==> src/common/clk_stop_regs.vh <==
`ifndef CLK_STOP_REGS_VH
`define CLK_STOP_REGS_VH
// Register byte addresses (one 32-bit word each)
`define ADDR_DRIVE_MODE 12'h014
`define ADDR_CONTROL 12'h018
`define ADDR_REQ_MAP 12'h020
`define ADDR_STATUS 12'h024
`define ADDR_CPU_CFG 12'h028
`define ADDR_PCI_CFG 12'h02C
// Reset values
`define RST_DRIVE_MODE 8'h00
`define RST_CONTROL 8'h18
`define RST_REQ_MAP 8'h44
`define RST_CPU_CFG 8'h07
`define RST_PCI_CFG 8'h00
// Field positions
`define BIT_SW_PCI_RUN 3
`define BIT_SRC_PD_MODE 3
`define BIT_MAP_B_PAIR5 6
`define BIT_MAP_B_PAIR3 5
`define BIT_MAP_B_PAIR1 4
`define BIT_MAP_A_PAIR4 2
`define BIT_MAP_A_PAIR2 1
`define BIT_MAP_A_PAIR0 0
// Timing
`define CLK_PERIOD_NS 4
`define STOP_DELAY_CYC 2
`define PARK_DELAY_CYC 4
`define LOCK_TIME_US 1800
`define TRI_RELEASE_US 300
`define CYC_PER_US (1000 / `CLK_PERIOD_NS)
`define LOCK_CYC (`LOCK_TIME_US * `CYC_PER_US)
`define TRI_REL_CYC (`TRI_RELEASE_US * `CYC_PER_US)
`endif

==> src/rtl/level_filter.v <==
`timescale 1ns/100ps
// Two-stage synchroniser followed by a two-edge debounce compare
module level_filter #(
   parameter RESET_VAL = 1'b1
) (
   // Clock and reset
   input wire i_ref_clk,
   input wire i_arst_n,
   // Asynchronous level in, filtered level out
   input wire i_async,
   output reg o_level
);
   reg meta;
   reg sync;
   reg sync_d;

   // First stage feeds only the second
   always @(posedge i_ref_clk or negedge i_arst_n) begin
      if (!i_arst_n) begin
         meta <= RESET_VAL;
         sync <= RESET_VAL;
         sync_d <= RESET_VAL;
         o_level <= RESET_VAL;
      end else begin
         meta <= i_async;
         sync <= meta;
         sync_d <= sync;
         // Level must match on two consecutive edges
         if (sync == sync_d)
            o_level <= sync_d;
      end
   end
endmodule // level_filter

==> src/rtl/clock_output_stop_power_down_control.v <==
// The APB register port and the address map were decided locally.
`timescale 1ns/100ps
`include "clk_stop_regs.vh"
module clock_output_stop_power_down_control #(
   parameter LOCK_CYCLES = `LOCK_CYC,
   parameter TRI_REL_CYCLES = `TRI_REL_CYC
) (
   // Clock and reset
   input wire i_ref_clk,
   input wire i_arst_n,
   // APB slave
   input wire i_psel,
   input wire i_penable,
   input wire i_pwrite,
   input wire [11:0] i_paddr,
   input wire [31:0] i_pwdata,
   output reg [31:0] o_prdata,
   output reg o_pready,
   output reg o_pslverr,
   // Sideband stop inputs
   input wire [1:0] i_src_clock_request_n,
   input wire i_cpu_clock_stop_n,
   input wire i_pci_clock_stop_n,
   input wire i_power_good_n,
   // Raw clocks from the synthesiser
   input wire i_diff_clock_complement,
   input wire i_pci_raw,
   // SRC pairs
   output reg [5:0] o_serial_ref_clock_true,
   output reg [5:0] o_serial_ref_clock_comp,
   output reg [5:0] o_src_true_oe,
   output reg [5:0] o_src_comp_oe,
   // CPU pairs
   output reg [2:0] o_cpu_clock_true,
   output reg [2:0] o_cpu_clock_comp,
   output reg [2:0] o_cpu_true_oe,
   output reg [2:0] o_cpu_comp_oe,
   // PCI clocks
   output reg o_pci_clk,
   output reg o_free_pci_clock,
   // Oscillator and PLL control
   output reg o_osc_enable,
   output reg o_clocks_stable
);
   localparam ST_WAIT_PG = 2'd0;
   localparam ST_RUN = 2'd1;
   localparam ST_PARK = 2'd2;
   localparam ST_DOWN = 2'd3;

   reg [7:0] drive_mode;
   reg [7:0] control;
   reg [7:0] req_map;
   reg [7:0] cpu_cfg;
   reg [7:0] pci_cfg;
   reg [1:0] state;
   reg [2:0] park_cnt;
   reg [31:0] lock_cnt;
   reg [31:0] tri_cnt;
   reg locked;
   reg tri_hold;
   reg [5:0] src_stopped;
   reg [2:0] cpu_stopped;
   reg pci_stopped;
   reg [1:0] cpu_wait;
   reg diff_d;
   reg pci_d;
   reg [31:0] next_rdata;
   wire [1:0] req_n;
   wire cpu_stop_n;
   wire pci_stop_n;
   wire pin_level;
   wire diff_fall;
   wire pci_fall;
   wire apb_access;
   wire pci_stop;
   wire [5:0] src_req;
   wire powered;

   genvar g;
   generate
      for (g = 0; g < 2; g = g + 1) begin : g_req
         level_filter #(.RESET_VAL(1'b1)) u_req (
            .i_ref_clk(i_ref_clk),
            .i_arst_n(i_arst_n),
            .i_async(i_src_clock_request_n[g]),
            .o_level(req_n[g])
         );
      end
   endgenerate
   level_filter #(.RESET_VAL(1'b1)) u_cpu (
      .i_ref_clk(i_ref_clk),
      .i_arst_n(i_arst_n),
      .i_async(i_cpu_clock_stop_n),
      .o_level(cpu_stop_n)
   );
   level_filter #(.RESET_VAL(1'b1)) u_pci (
      .i_ref_clk(i_ref_clk),
      .i_arst_n(i_arst_n),
      .i_async(i_pci_clock_stop_n),
      .o_level(pci_stop_n)
   );
   level_filter #(.RESET_VAL(1'b1)) u_pd (
      .i_ref_clk(i_ref_clk),
      .i_arst_n(i_arst_n),
      .i_async(i_power_good_n),
      .o_level(pin_level)
   );

   assign diff_fall = diff_d & ~i_diff_clock_complement;
   assign pci_fall = pci_d & ~i_pci_raw;
   assign apb_access = i_psel & i_penable & o_pready;
   // Stop on pin low OR software run bit clear
   assign pci_stop = ~pci_stop_n | ~control[`BIT_SW_PCI_RUN];
   // Odd pairs follow request B, even pairs request A
   // A request pin high asks for a stop; low lets the pair run
   assign src_req[0] = req_n[0] & req_map[`BIT_MAP_A_PAIR0];
   assign src_req[2] = req_n[0] & req_map[`BIT_MAP_A_PAIR2];
   assign src_req[4] = req_n[0] & req_map[`BIT_MAP_A_PAIR4];
   assign src_req[1] = req_n[1] & req_map[`BIT_MAP_B_PAIR1];
   assign src_req[3] = req_n[1] & req_map[`BIT_MAP_B_PAIR3];
   assign src_req[5] = req_n[1] & req_map[`BIT_MAP_B_PAIR5];
   assign powered = (state == ST_RUN) & locked;

   always @* begin
      next_rdata = 32'h00000000;
      case (i_paddr)
         `ADDR_DRIVE_MODE: next_rdata[7:0] = drive_mode;
         `ADDR_CONTROL: next_rdata[7:0] = control;
         `ADDR_REQ_MAP: next_rdata[7:0] = req_map;
         `ADDR_CPU_CFG: next_rdata[7:0] = cpu_cfg;
         `ADDR_PCI_CFG: next_rdata[7:0] = pci_cfg;
         `ADDR_STATUS: next_rdata[7:0] = {state, locked, tri_hold,
            pci_stopped, cpu_stopped != 3'h0, src_stopped != 6'h00,
            pin_level};
         default: next_rdata = 32'h00000000;
      endcase
   end

   // APB: one wait state, slverr on unmapped address
   always @(posedge i_ref_clk or negedge i_arst_n) begin
      if (!i_arst_n) begin
         o_pready <= 1'b0;
         o_prdata <= 32'h00000000;
         o_pslverr <= 1'b0;
         drive_mode <= `RST_DRIVE_MODE;
         control <= `RST_CONTROL;
         req_map <= `RST_REQ_MAP;
         cpu_cfg <= `RST_CPU_CFG;
         pci_cfg <= `RST_PCI_CFG;
      end else begin
         o_pready <= i_psel & i_penable & ~o_pready;
         if (i_psel & i_penable & ~o_pready) begin
            o_prdata <= next_rdata;
            o_pslverr <= ~(i_paddr == `ADDR_DRIVE_MODE ||
               i_paddr == `ADDR_CONTROL || i_paddr == `ADDR_REQ_MAP ||
               i_paddr == `ADDR_STATUS || i_paddr == `ADDR_CPU_CFG ||
               i_paddr == `ADDR_PCI_CFG);
         end else begin
            // Error flag stands only with its ready pulse
            o_pslverr <= 1'b0;
         end
         if (apb_access & i_pwrite) begin
            case (i_paddr)
               `ADDR_DRIVE_MODE: drive_mode <= i_pwdata[7:0];
               `ADDR_CONTROL: control <= i_pwdata[7:0];
               `ADDR_REQ_MAP: req_map <= i_pwdata[7:0] & 8'h77;
               `ADDR_CPU_CFG: cpu_cfg <= i_pwdata[7:0] & 8'h07;
               `ADDR_PCI_CFG: pci_cfg <= i_pwdata[7:0] & 8'h01;
               default: req_map <= req_map;
            endcase
         end
      end
   end

   // Power sequencing
   always @(posedge i_ref_clk or negedge i_arst_n) begin
      if (!i_arst_n) begin
         state <= ST_WAIT_PG;
         park_cnt <= 3'd0;
         lock_cnt <= 32'd0;
         locked <= 1'b0;
         tri_cnt <= 32'd0;
         tri_hold <= 1'b0;
         o_osc_enable <= 1'b1;
         o_clocks_stable <= 1'b0;
      end else begin
         case (state)
            ST_WAIT_PG: begin
               // Pin low means power good; pin turns into power-down
               if (!pin_level)
                  state <= ST_RUN;
            end
            ST_RUN: begin
               if (pin_level) begin
                  state <= ST_PARK;
                  park_cnt <= 3'd0;
               end
            end
            ST_PARK: begin
               // Park on a complement fall, forced by the 4-cycle bound
               park_cnt <= park_cnt + 3'd1;
               if (diff_fall || park_cnt == `PARK_DELAY_CYC - 1)
                  state <= ST_DOWN;
            end
            ST_DOWN: begin
               // Oscillator off only once outputs are parked
               o_osc_enable <= 1'b0;
               if (!pin_level) begin
                  state <= ST_RUN;
                  o_osc_enable <= 1'b1;
                  tri_hold <= 1'b1;
                  tri_cnt <= 32'd0;
               end
            end
            default: state <= ST_WAIT_PG;
         endcase
         if (state == ST_RUN && o_osc_enable) begin
            // Lock wait bounds the power-up latency
            if (!locked) begin
               lock_cnt <= lock_cnt + 32'd1;
               if (lock_cnt >= LOCK_CYCLES - 1)
                  locked <= 1'b1;
            end
         end else begin
            lock_cnt <= 32'd0;
            locked <= 1'b0;
         end
         if (tri_hold) begin
            tri_cnt <= tri_cnt + 32'd1;
            if (tri_cnt >= TRI_REL_CYCLES - 1 || locked)
               tri_hold <= 1'b0;
         end
         // Stable flag follows powered one cycle late; outputs gate on powered directly, SRC and CPU true legs earlier under tri_hold
         o_clocks_stable <= powered;
      end
   end

   // Stop state machines, changed only on clock falls so pulses stay whole
   always @(posedge i_ref_clk or negedge i_arst_n) begin
      if (!i_arst_n) begin
         diff_d <= 1'b0;
         pci_d <= 1'b0;
         src_stopped <= 6'h00;
         cpu_stopped <= 3'h0;
         pci_stopped <= 1'b0;
         cpu_wait <= 2'd0;
      end else begin
         diff_d <= i_diff_clock_complement;
         pci_d <= i_pci_raw;
         if (diff_fall) begin
            // SRC stops on the next fall, CPU on the third; CPU pairs restart together
            src_stopped <= src_req | ({6{pci_stop}} &
               {6{~drive_mode[7]}});
            if (~cpu_stop_n) begin
               if (cpu_wait != `STOP_DELAY_CYC)
                  cpu_wait <= cpu_wait + 2'd1;
               else
                  cpu_stopped <= cpu_cfg[2:0];
            end else begin
               cpu_wait <= 2'd0;
               cpu_stopped <= 3'h0;
            end
         end
         if (pci_fall) begin
            // Stop and resume on a PCI fall keeps pulses whole
            pci_stopped <= pci_stop;
         end
      end
   end

   // Output drivers
   generate
      for (g = 0; g < 6; g = g + 1) begin : g_src
         always @(posedge i_ref_clk or negedge i_arst_n) begin
            if (!i_arst_n) begin
               o_serial_ref_clock_true[g] <= 1'b0;
               o_serial_ref_clock_comp[g] <= 1'b0;
               o_src_true_oe[g] <= 1'b0;
               o_src_comp_oe[g] <= 1'b0;
            end else if (state == ST_DOWN || state == ST_PARK) begin
               // Mode 0 true high, 1 both off
               o_serial_ref_clock_true[g] <= 1'b1;
               o_serial_ref_clock_comp[g] <= 1'b0;
               o_src_true_oe[g] <= ~drive_mode[`BIT_SRC_PD_MODE];
               o_src_comp_oe[g] <= 1'b0;
            end else if (tri_hold) begin
               o_serial_ref_clock_true[g] <= 1'b1;
               o_serial_ref_clock_comp[g] <= 1'b0;
               o_src_true_oe[g] <= 1'b1;
               o_src_comp_oe[g] <= 1'b0;
            end else if (src_stopped[g] || !powered) begin
               o_serial_ref_clock_true[g] <= 1'b0;
               o_serial_ref_clock_comp[g] <= 1'b0;
               o_src_true_oe[g] <= 1'b0;
               o_src_comp_oe[g] <= 1'b0;
            end else begin
               o_serial_ref_clock_true[g] <= ~i_diff_clock_complement;
               o_serial_ref_clock_comp[g] <= i_diff_clock_complement;
               o_src_true_oe[g] <= 1'b1;
               o_src_comp_oe[g] <= 1'b1;
            end
         end
      end
      for (g = 0; g < 3; g = g + 1) begin : g_cpu
         always @(posedge i_ref_clk or negedge i_arst_n) begin
            if (!i_arst_n) begin
               o_cpu_clock_true[g] <= 1'b0;
               o_cpu_clock_comp[g] <= 1'b0;
               o_cpu_true_oe[g] <= 1'b0;
               o_cpu_comp_oe[g] <= 1'b0;
            end else if (state == ST_DOWN || state == ST_PARK) begin
               o_cpu_clock_true[g] <= 1'b1;
               o_cpu_clock_comp[g] <= 1'b0;
               o_cpu_true_oe[g] <= ~drive_mode[g];
               o_cpu_comp_oe[g] <= 1'b0;
            end else if (cpu_stopped[g] || tri_hold) begin
               // Same drive, true high, complement off
               o_cpu_clock_true[g] <= 1'b1;
               o_cpu_clock_comp[g] <= 1'b0;
               o_cpu_true_oe[g] <= 1'b1;
               o_cpu_comp_oe[g] <= 1'b0;
            end else begin
               o_cpu_clock_true[g] <= powered & ~i_diff_clock_complement;
               o_cpu_clock_comp[g] <= powered & i_diff_clock_complement;
               o_cpu_true_oe[g] <= powered;
               o_cpu_comp_oe[g] <= powered;
            end
         end
      end
   endgenerate

   // Single-ended outputs freeze low in power-down
   always @(posedge i_ref_clk or negedge i_arst_n) begin
      if (!i_arst_n) begin
         o_pci_clk <= 1'b0;
         o_free_pci_clock <= 1'b0;
      end else begin
         o_pci_clk <= powered & ~pci_stopped & i_pci_raw;
         o_free_pci_clock <= powered & i_pci_raw &
            (pci_cfg[0] | ~pci_stopped);
      end
   end
endmodule // clock_output_stop_power_down_control

==> config.mk <==
export PLATFORM = sky130hd
export DESIGN_NAME = clock_output_stop_power_down_control
export DESIGN_NICKNAME = d
export VERILOG_FILES = /design/src/rtl/level_filter.v /design/src/rtl/clock_output_stop_power_down_control.v
export VERILOG_INCLUDE_DIRS = /design/src /design/src/common
export SDC_FILE = /design/constraint.sdc
export NUM_CORES = 1
export LEC_CHECK = 0
export BUFFER_PORTS_ARGS = -buffer_cell sky130_fd_sc_hd__buf_4
export CORE_MARGIN = 1
export CORE_UTILIZATION = 35
export CTS_CLUSTER_DIAMETER = 30
export DETAILED_ROUTE_END_ITERATION = 6
export HOLD_SLACK_MARGIN = 0.03
export SLEW_MARGIN = 25
export SYNTH_ARGS = -nofsm -noshare
export SYNTH_HDL_FRONTEND = slang
export SYNTH_SLANG_ARGS = --single-unit
==> constraint.sdc <==
create_clock -name i_ref_clk -period 2.46 [get_ports i_ref_clk]
set_input_delay 0.123 -clock i_ref_clk [delete_from_list [all_inputs] [get_ports i_ref_clk]]
set_output_delay 0.123 -clock i_ref_clk [all_outputs]
set_load 0.01 [all_outputs]
# [Yosys cells after proc, flatten, opt, wreduce, memory -nomap -nowiden]
# Index checks and enable logic that the tools add are counted.
[word_totals] reg_bits=181 inputBits=56 out_inout_bits=74 word_cells=294
[classes] n_addsub=4 order_cmp=2 n_eq_ne=22 muxes=115 bitwise=35 reduce_logical=36
[op_table] operator="$mux W32" n=5
[op_table] operator="$mux W1" n=99
[op_table] operator="$add A32 B1 Y32 const B" n=2
[op_table] operator="$eq A12 B6 Y1 const B" n=4
[op_table] operator="$pmux W8 S6" n=1
[op_table] operator="$ge A32 B17 Y1 const B" n=1
[op_table] operator="$ge A32 B19 Y1 const B" n=1
[op_table] operator="$eq A12 B5 Y1 const B" n=2
[op_table] operator="$and A1 B1 Y1" n=19
[op_table] operator="$reduce_and A2 Y1" n=9
[op_table] operator="$logic_or A1 B1 Y1" n=17
[op_table] operator="$not A1 Y1" n=12
[op_table] operator="$mux W2" n=5
[op_table] operator="$ne A2 B2 Y1 const B" n=5
[op_table] operator="$mux W3" n=3
[op_table] operator="$and A6 B6 Y6" n=1
[op_table] operator="$or A6 B6 Y6" n=1
[op_table] operator="$pmux W2 S3" n=1
[op_table] operator="$pmux W3 S2" n=1
[op_table] operator="$reduce_bool A2 Y1" n=3
[op_table] operator="$reduce_bool A6 Y1" n=1
[op_table] operator="$eq A1 B1 Y1" n=5
[op_table] operator="$eq A2 B2 Y1 const B" n=2
[op_table] operator="$ne A2 B1 Y1 const B" n=2
[op_table] operator="11 further kinds" n=12

# [Depth between registers and ports, before layout]
# Gate-level depths: netlist (run 1).
[logic_depth] depth_word=8 mapped_depth=9 depth_no_buf=6

# [By module]
# Synthesis (run 1) repeated with hierarchy kept, for this count alone.
[unflattened] cells_unflattened=753 hier_area_um2=8095.3
[by_module_without_submodules] mod="clock_output_stop_power_down_control" n_inst=1 cells_per_inst=728 area_per_inst_um2=7513.5 seq_area_each_um2=4038.9
[by_module_without_submodules] mod="level_filter" n_inst=5 cells_per_inst=5 area_per_inst_um2=116.4 seq_area_each_um2=105.1

# [Least setup slack after synthesis (run 1)]
# OpenSTA, ideal clock, no wires.
[synth_path] path_type="register to register" from="reg state[0]" to="reg o_src_true_oe[5]" setup_ns=0.125 arrival_time_ns=1.977 required_ns=2.335 setup_slack_ns=0.358 stages_incl_launch_ff=10 n_path_buf=3 synth_period_minus_slack_ns=2.102 cell_sequence="dfrtp_1 > inv_1 > ha_1 > clkbuf_1 > or2_2 > clkbuf_1 > nor2_1 > clkbuf_1 > o21a_1 > nor2_1"
[synth_between] elab_chain_cells=7 word_cells_on_any_way=10 cone_classes="eq/ne: 3; mux: 3; bitwise: 1; reduce/logical: 3"
[synth_lines] item="start, declared" line_no="clock_output_stop_power_down_control.v:55" source="reg [1:0] state;"
[synth_lines] item="start signal, assigned" line_no="clock_output_stop_power_down_control.v:178" source="state <= ST_WAIT_PG;"
[synth_lines] item="start signal, assigned" line_no="clock_output_stop_power_down_control.v:191" source="state <= ST_RUN;"
[synth_lines] item="start signal, assigned" line_no="clock_output_stop_power_down_control.v:195" source="state <= ST_PARK;"
[synth_lines] item="$eq A2 B1 Y1" line_no="clock_output_stop_power_down_control.v:122" source="assign powered = (state == ST_RUN) & locked;"
[synth_lines] item="$and A1 B1 Y1" line_no="clock_output_stop_power_down_control.v:122"
[synth_lines] item="$logic_not A1 Y1" line_no="clock_output_stop_power_down_control.v:291" source="end else if (src_stopped[g] || !powered) begin"
[synth_lines] item="$logic_or A1 B1 Y1" line_no="clock_output_stop_power_down_control.v:291"
[synth_lines] item="$mux W1" line_no="clock_output_stop_power_down_control.v:291"
[synth_lines] item="$mux W1" line_no="clock_output_stop_power_down_control.v:286" source="end else if (tri_hold) begin"
[synth_lines] item="$mux W1 *" line_no="clock_output_stop_power_down_control.v:280" source="end else if (state == ST_DOWN || state == ST_PARK) begin"
[synth_lines] item="end signal, assigned by index" line_no="clock_output_stop_power_down_control.v:284" source="o_src_true_oe[g] <= ~drive_mode[`BIT_SRC_PD_MODE];"
[synth_lines] item="end, declared" line_no="clock_output_stop_power_down_control.v:31" source="output reg [5:0] o_src_true_oe,"
# Every way passes the cells marked *; elsewhere a longest branch is shown, timed or not.
# A chain may end at the register's enable or synchronous reset.

# [Final worst setup path (run 1)]
[layout_path] from="reg lock_cnt[0]" to="reg lock_cnt[30]"
[layout_between] elab_chain_cells=3
[layout_lines] item="start, declared" line_no="clock_output_stop_power_down_control.v:57" source="reg [31:0] lock_cnt;"
[layout_lines] item="start signal, assigned" line_no="clock_output_stop_power_down_control.v:220" source="lock_cnt <= lock_cnt + 32'd1;"
[layout_lines] item="$add A32 B1 Y32" line_no="clock_output_stop_power_down_control.v:220"
[layout_lines] item="$mux W32" line_no="clock_output_stop_power_down_control.v:219" source="if (!locked) begin"
[layout_lines] item="$mux W32" line_no="clock_output_stop_power_down_control.v:217" source="if (state == ST_RUN && o_osc_enable) begin"
# Every way passes these cells. The select of a mux whose other input is x is not followed.

==> impl_metrics.tcl, run 1 <==
set metrics [dict create \
    outcome "complete, no violations" \
    p_leak_uw 0.004436 \
    post_cts_buffers 0 \
    drive_gt1_share_pct 23.20 \
    finalHoldViolCount 0 \
    synth-seq-cells 181 \
    start_util_pct 35.93 \
    syn_area_mm2 0.008208 \
    cts-root-buf "clkbuf_16" \
    grt_usage_pct 16.03 \
    setup_tns_ps 0 \
    fillCellCount 2216 \
    yosysTopAreaCell "dfrtp_1" \
    syn_inst 770 \
    wl_per_cell_um 15.27 \
    vdd_drop_max_mv 0.3621 \
    synthArstFlopShare_pct 100.0 \
    drc 0 \
    pre_cts_slack_ps 163.5 \
    rsz0062_at_grt "no" \
    worstPathArrival_ps 2460 \
    htree_num_levels 4 \
    finClkSkew_ps 28.93 \
    drtIter0Drc 255 \
    synthFlopType "dfrtp_1" \
    wl_mm 18.34 \
    max_clock_freq_mhz 465.2 \
    required_ps 2770 \
    antenna_found_initial 0 \
    overflow 0 \
    hold_path_class "in2reg" \
    vias 6025 \
    first_global_vias 6007 \
    cpLargestDelayFamily "simple AND/OR/NAND/NOR gates" \
    die_w_um 155.1 \
    worst-setup-path-type "reg2reg" \
    grt_start_max_net_pins 58 \
    syn_to_final_growth_pct 21.52 \
    cellPowerDensity_mw_per_mm2 674.9 \
    cts_tree "yes" \
    core_mm2 0.02285 \
    slew_headroom_pct 54.35 \
    gp_congestion 0.8123 \
    ys_warn_count 0 \
    io_pins 130 \
    syn_avg_cell_area_um2 10.66 \
    synthTopCellsByArea "dfrtp_1 47%, dfstp_2 9.0%, mux2i_1 4.4%, nand2_1 4.1%, mux2_2 3.8%" \
    yosys.area.top_type_share_pct 46.65 \
    cts_sinks 181 \
    avgViaCountPerCell 5.017 \
    synth_common_cells "153 x dfrtp_1, 89 x nand2_1, 63 x nor2_1" \
    path_clk_slew_ps 80 \
    worst_pin_slew_ps 683.3 \
    max_stage_delay_ps 680 \
    hold-worst-slack_ps 111.4 \
    critical_path.startpoint_type "flip-flop" \
    cts_resized 0 \
    endpoint_kind "flip-flop" \
    cts_buffers 17 \
    setup_viol 0 \
    worst_path_max_delay_cell "or4_1" \
    grt_pass1_wl_mm 30.52 \
    hpwl_mm 12.61 \
    yosysSeqAreaShare_pct 55.61 \
    fin_crit_sh_pct 87.39 \
    dieArea_mm2 0.02407 \
    die_h_um 155.1 \
    path_cells "ha_1 -> nand4b_1 -> or4_1 -> nor3_1 -> mux2_2" \
    final_nets 939 \
    crit_fanout 9 \
    ant_nets 0 \
    cap_violations 0 \
    ys_types 61 \
    antenna_cells 0 \
    fin_crit_ps 2150 \
    clockBufferDepth 2 \
    p_total_uw 6732 \
    clk_latency_ps 440 \
    rows 55 \
    port-buffer-count 81 \
    drt_first_pass_iters 5 \
    final_max_slew_viol_count 0 \
    timing.final.ws_setup_ps 310.2 \
    postLayoutCoreUtil_pct 43.66 \
    path_buf_inv 0 \
    synth_most_common_cell "dfrtp_1" \
    synth_edf_count 0 \
]
[kinds of logic (layout without fill, tap and decap cells)]
logic type	count (synthesis)	after routing	share of synthesized area, %
AOI/OAI and AO/OA	122	122	9.619
xor gates and xnor gates	10	10	1.067
adders and majority gates	13	13	1.829
buffers and inverters	78	173	4.725
DFF	181	181	55.61
muxes	64	64	8.232
other	1	24	0.04569
and+or+nand+nor	301	301	18.87
[cells in the final DEF, fill, tap and decap left out, types with 24 or more instances in the layout]
| cell | count |
|---|---|
| dfrtp_1 | 153 |
| nand4_1 | 24 |
| nor2_1 | 63 |
| dfstp_2 | 28 |
| mux2_2 | 28 |
| mux2i_1 | 36 |
| nand2_1 | 89 |
| conb_1 | 24 |
| buf_4 | 102 |
| a21oi_1 | 29 |
| o21ai_0 | 35 |
[area by class of cell]
cell class	count	area, um^2	share of cell area, %
clock buffers	18	439.2	4.403
clock inverters	14	172.7	1.731
multi-input cells	534	3342	33.50
repair buffers	123	997.2	9.997
flip-flops and latches	181	4564	45.76
inverters	18	67.56	0.6774
well taps	313	391.6	3.926
[through the flow]
step	area [um^2]	cells
finish	9975	1201
global route	9975	1201
CTS	9975	1201
detailed placement	9183	1151
global placement	9183	1151
floorplan	8294	793
[worst reg2reg max path, cell delays in order (launching register included)]
cell	delay, ps
dfrtp_1	400
ha_1	210
nand4b_1	140
or4_1	680
nor3_1	260
mux2_2	350
[power breakdown]
| part | internal, uW | total, uW | leakage [uW] | switching (uW) |
|---|---|---|---|---|
| sequential | 3100 | 3200 | 0.00227 | 102 |
| combinational | 297 | 751 | 0.00187 | 454 |
| clock | 1410 | 2780 | 0.000298 | 1370 |
[final timing paths]
check / start / to / slack, ps / cells after the start
worst max-delay path: lock_cnt[0] / lock_cnt[30] / 310 / 5
worst min-delay path: i_paddr[3] / o_prdata[5] / 110 / 3
worst max register to register: lock_cnt[0] / lock_cnt[30] / 310 / 5
worst min register to register: u_cpu.meta / u_cpu.sync / 340 / 0
max in group asynchronous: i_arst_n / control[3] / 1500 / 3
min in group asynchronous: i_arst_n / o_cpu_comp_oe[2] / 210 / 2
[sequential cells by signal, indices dropped and copies added, names as in the netlist, 3 cells and up]
signal / flops
o_src_comp_oe: 6
req_map: 6
o_serial_ref_clock_true: 6
o_cpu_comp_oe: 3
drive_mode: 8
tri_cnt: 32
o_serial_ref_clock_comp: 6
src_stopped: 6
o_prdata: 8
cpu_stopped: 3
lock_cnt: 32
control: 8
park_cnt: 3
o_cpu_clock_comp: 3
cpu_cfg: 3
o_src_true_oe: 6
o_cpu_clock_true: 3
o_cpu_true_oe: 3
[routing by layer]
layer | global-route usage [%] | share of wire [%] | up-vias
met5 | 0 | 0 | -
met4 | 6.271 | 1.9 | 0
met3 | 2.953 | 2.7 | 23
met2 | 26.40 | 50 | 108
met1 | 20.91 | 46 | 2977
li1 | - | - | 2917
[repair_timing]
action / in CTS / in global routing
endpoints found under the hold margin: 87 / 0
hold buffers: 18 / 0
setup endpoints to repair: 0 / 0
Power figures use the tool's default switching activity.
==> run 2: changes to the inputs <==
- CELL_PAD_IN_SITES_DETAIL_PLACEMENT: unset -> 1
- CELL_PAD_IN_SITES_GLOBAL_PLACEMENT: unset -> 1
- MAX_ROUTING_LAYER: unset -> met4
- PLACE_DENSITY_LB_ADDON: unset -> 0.1
- clock period: 2.46 -> 2.1 ns (I/O delays scaled with it)
==> impl_metrics.tcl, run 2 (same netlist as run 1, synthesis figures left out) <==
set metrics [dict create \
    cts_sinks 181 \
    antenna_found_initial 0 \
    endpoint_kind "flip-flop" \
    cts_tree "yes" \
    route.met3.wl_um 431 \
    post_cts_buffers 0 \
    wl_per_cell_um 17.67 \
    drc 0 \
    grt_usage_pct 19.92 \
    reg2reg_slack_ps 90 \
    die_w_um 155.1 \
    rsz0062_at_grt "no" \
    hold_path_class "in2reg" \
    postLayoutCoreUtil_pct 44.66 \
    htree_num_levels 4 \
    start_util_pct 35.93 \
    final_nets 966 \
    top_regs "lock_cnt (32), tri_cnt (32)" \
    fin_crit_sh_pct 95.69 \
    setup_viol 0 \
    avgViaCountPerCell 5.173 \
    worst-setup-path-type "reg2reg" \
    required_ps 2420 \
    outcome "complete, no violations" \
    cellPowerDensity_mw_per_mm2 776.0 \
    antenna_cells 0 \
    mostFrequentLayoutCell "dfrtp_1" \
    cts_buffers 17 \
    drive_gt1_share_pct 26.45 \
    dr.max_layer_used "met4" \
    worstPathArrival_ps 2330 \
    finalHoldViolCount 0 \
    first_global_vias 7109 \
    grt_start_max_net_pins 60 \
    fin_crit_ps 2009 \
    crit_fanout 9 \
    drtIter0Drc 248 \
    r2r_cells 6 \
    ant_nets 0 \
    die_h_um 155.1 \
    stdcell_area_mm2 0.01020 \
    setup_tns_ps 0 \
    path_clk_slew_ps 80 \
    wl_met2_mm 11.65 \
    port-buffer-count 81 \
    final_cell_mix "152 x dfrtp_1, 128 x buf_4, 89 x nand2_1" \
    hold_path_depth 3 \
    grt_pass1_wl_mm 36.47 \
    wl_met1_mm 9.277 \
    p_total_uw 7918 \
    fillCellCount 2548 \
    clockBufferDepth 2 \
    rows 55 \
    final_max_slew_viol_count 0 \
    critical_path.startpoint_type "flip-flop" \
    wl_mm 21.70 \
    syn_to_final_growth_pct 24.31 \
    hpwl_mm 15.62 \
    cap_violations 0 \
    clk_latency_ps 440 \
    post_dp_cell_area_mm2 0.009388 \
    p_leak_uw 0.004563 \
    worst_pin_slew_ps 609.6 \
    vdd_drop_max_mv 0.4401 \
    max_clock_freq_mhz 497.7 \
    cts-root-buf "clkbuf_16" \
    overflow 0 \
    io_pins 130 \
    vias 6352 \
    gp_congestion 0.8110 \
    dieArea_mm2 0.02407 \
    slew_headroom_pct 59.36 \
    drt_first_pass_iters 4 \
    finClkSkew_ps 12.25 \
    core_mm2 0.02285 \
]
[run 2: what timing repair did]
item / in CTS / in global routing
setup endpoints to repair: 1 / 6
pin swaps: 0 / 0
resized for setup: 2 / 7
hold endpoints to repair: 83 / 0
hold buffers: 18 / 0
[run 2: per-stage QoR]
step | hold WS, ps | setup slack, ps | instances
finish | 111.3 | 90.56 | 1228
global route | 130.4 | 18.58 | 1228
CTS | 92.64 | 2.475 | 1228
detailed placement | 134.9 | -151.8 | 1178
global placement | 119.9 | -133.4 | 1178
floorplan | -190.6 | 12.72 | 793
[run 2: where the power goes]
part / switching [uW] / total (uW) / internal (uW)
Clock: 1590 / 3220 / 1630
Sequential: 115 / 3740 / 3630
Combinational: 580 / 956 / 376
[run 2: cell type report]
cell class,count,area (um^2),area share (%)
flip-flops and latches,181,4566,44.75
clock inverters,14,158.9,1.557
inverters,18,67.56,0.6622
well taps,313,391.6,3.838
repair buffers,150,1204,11.80
clock buffers,18,439.2,4.304
multi-input cells,534,3377,33.10
[run 2: metal layers]
layer / up-vias / GRT usage, %
met5: - / -
met4: 0 / 6.271
met3: 27 / 3.092
met2: 86 / 35.24
met1: 3276 / 23.17
li1: 2963 / -
[run 2: worst max-delay path, cell delays in order, from the launching register on]
cell	delay (ps)
dfrtp_1	360
ha_1	180
nand4b_1	150
or4_4	510
buf_6	160
nor3_2	200
mux2_2	350
[run 2: final timing paths]
path,to,from
max in group asynchronous,u_cpu.meta,i_arst_n
max,lock_cnt[30],lock_cnt[0]
min in group asynchronous,o_cpu_comp_oe[2],i_arst_n
min reg2reg,u_cpu.sync,u_cpu.meta
min,o_prdata[5],i_paddr[3]
max reg2reg,lock_cnt[30],lock_cnt[0]
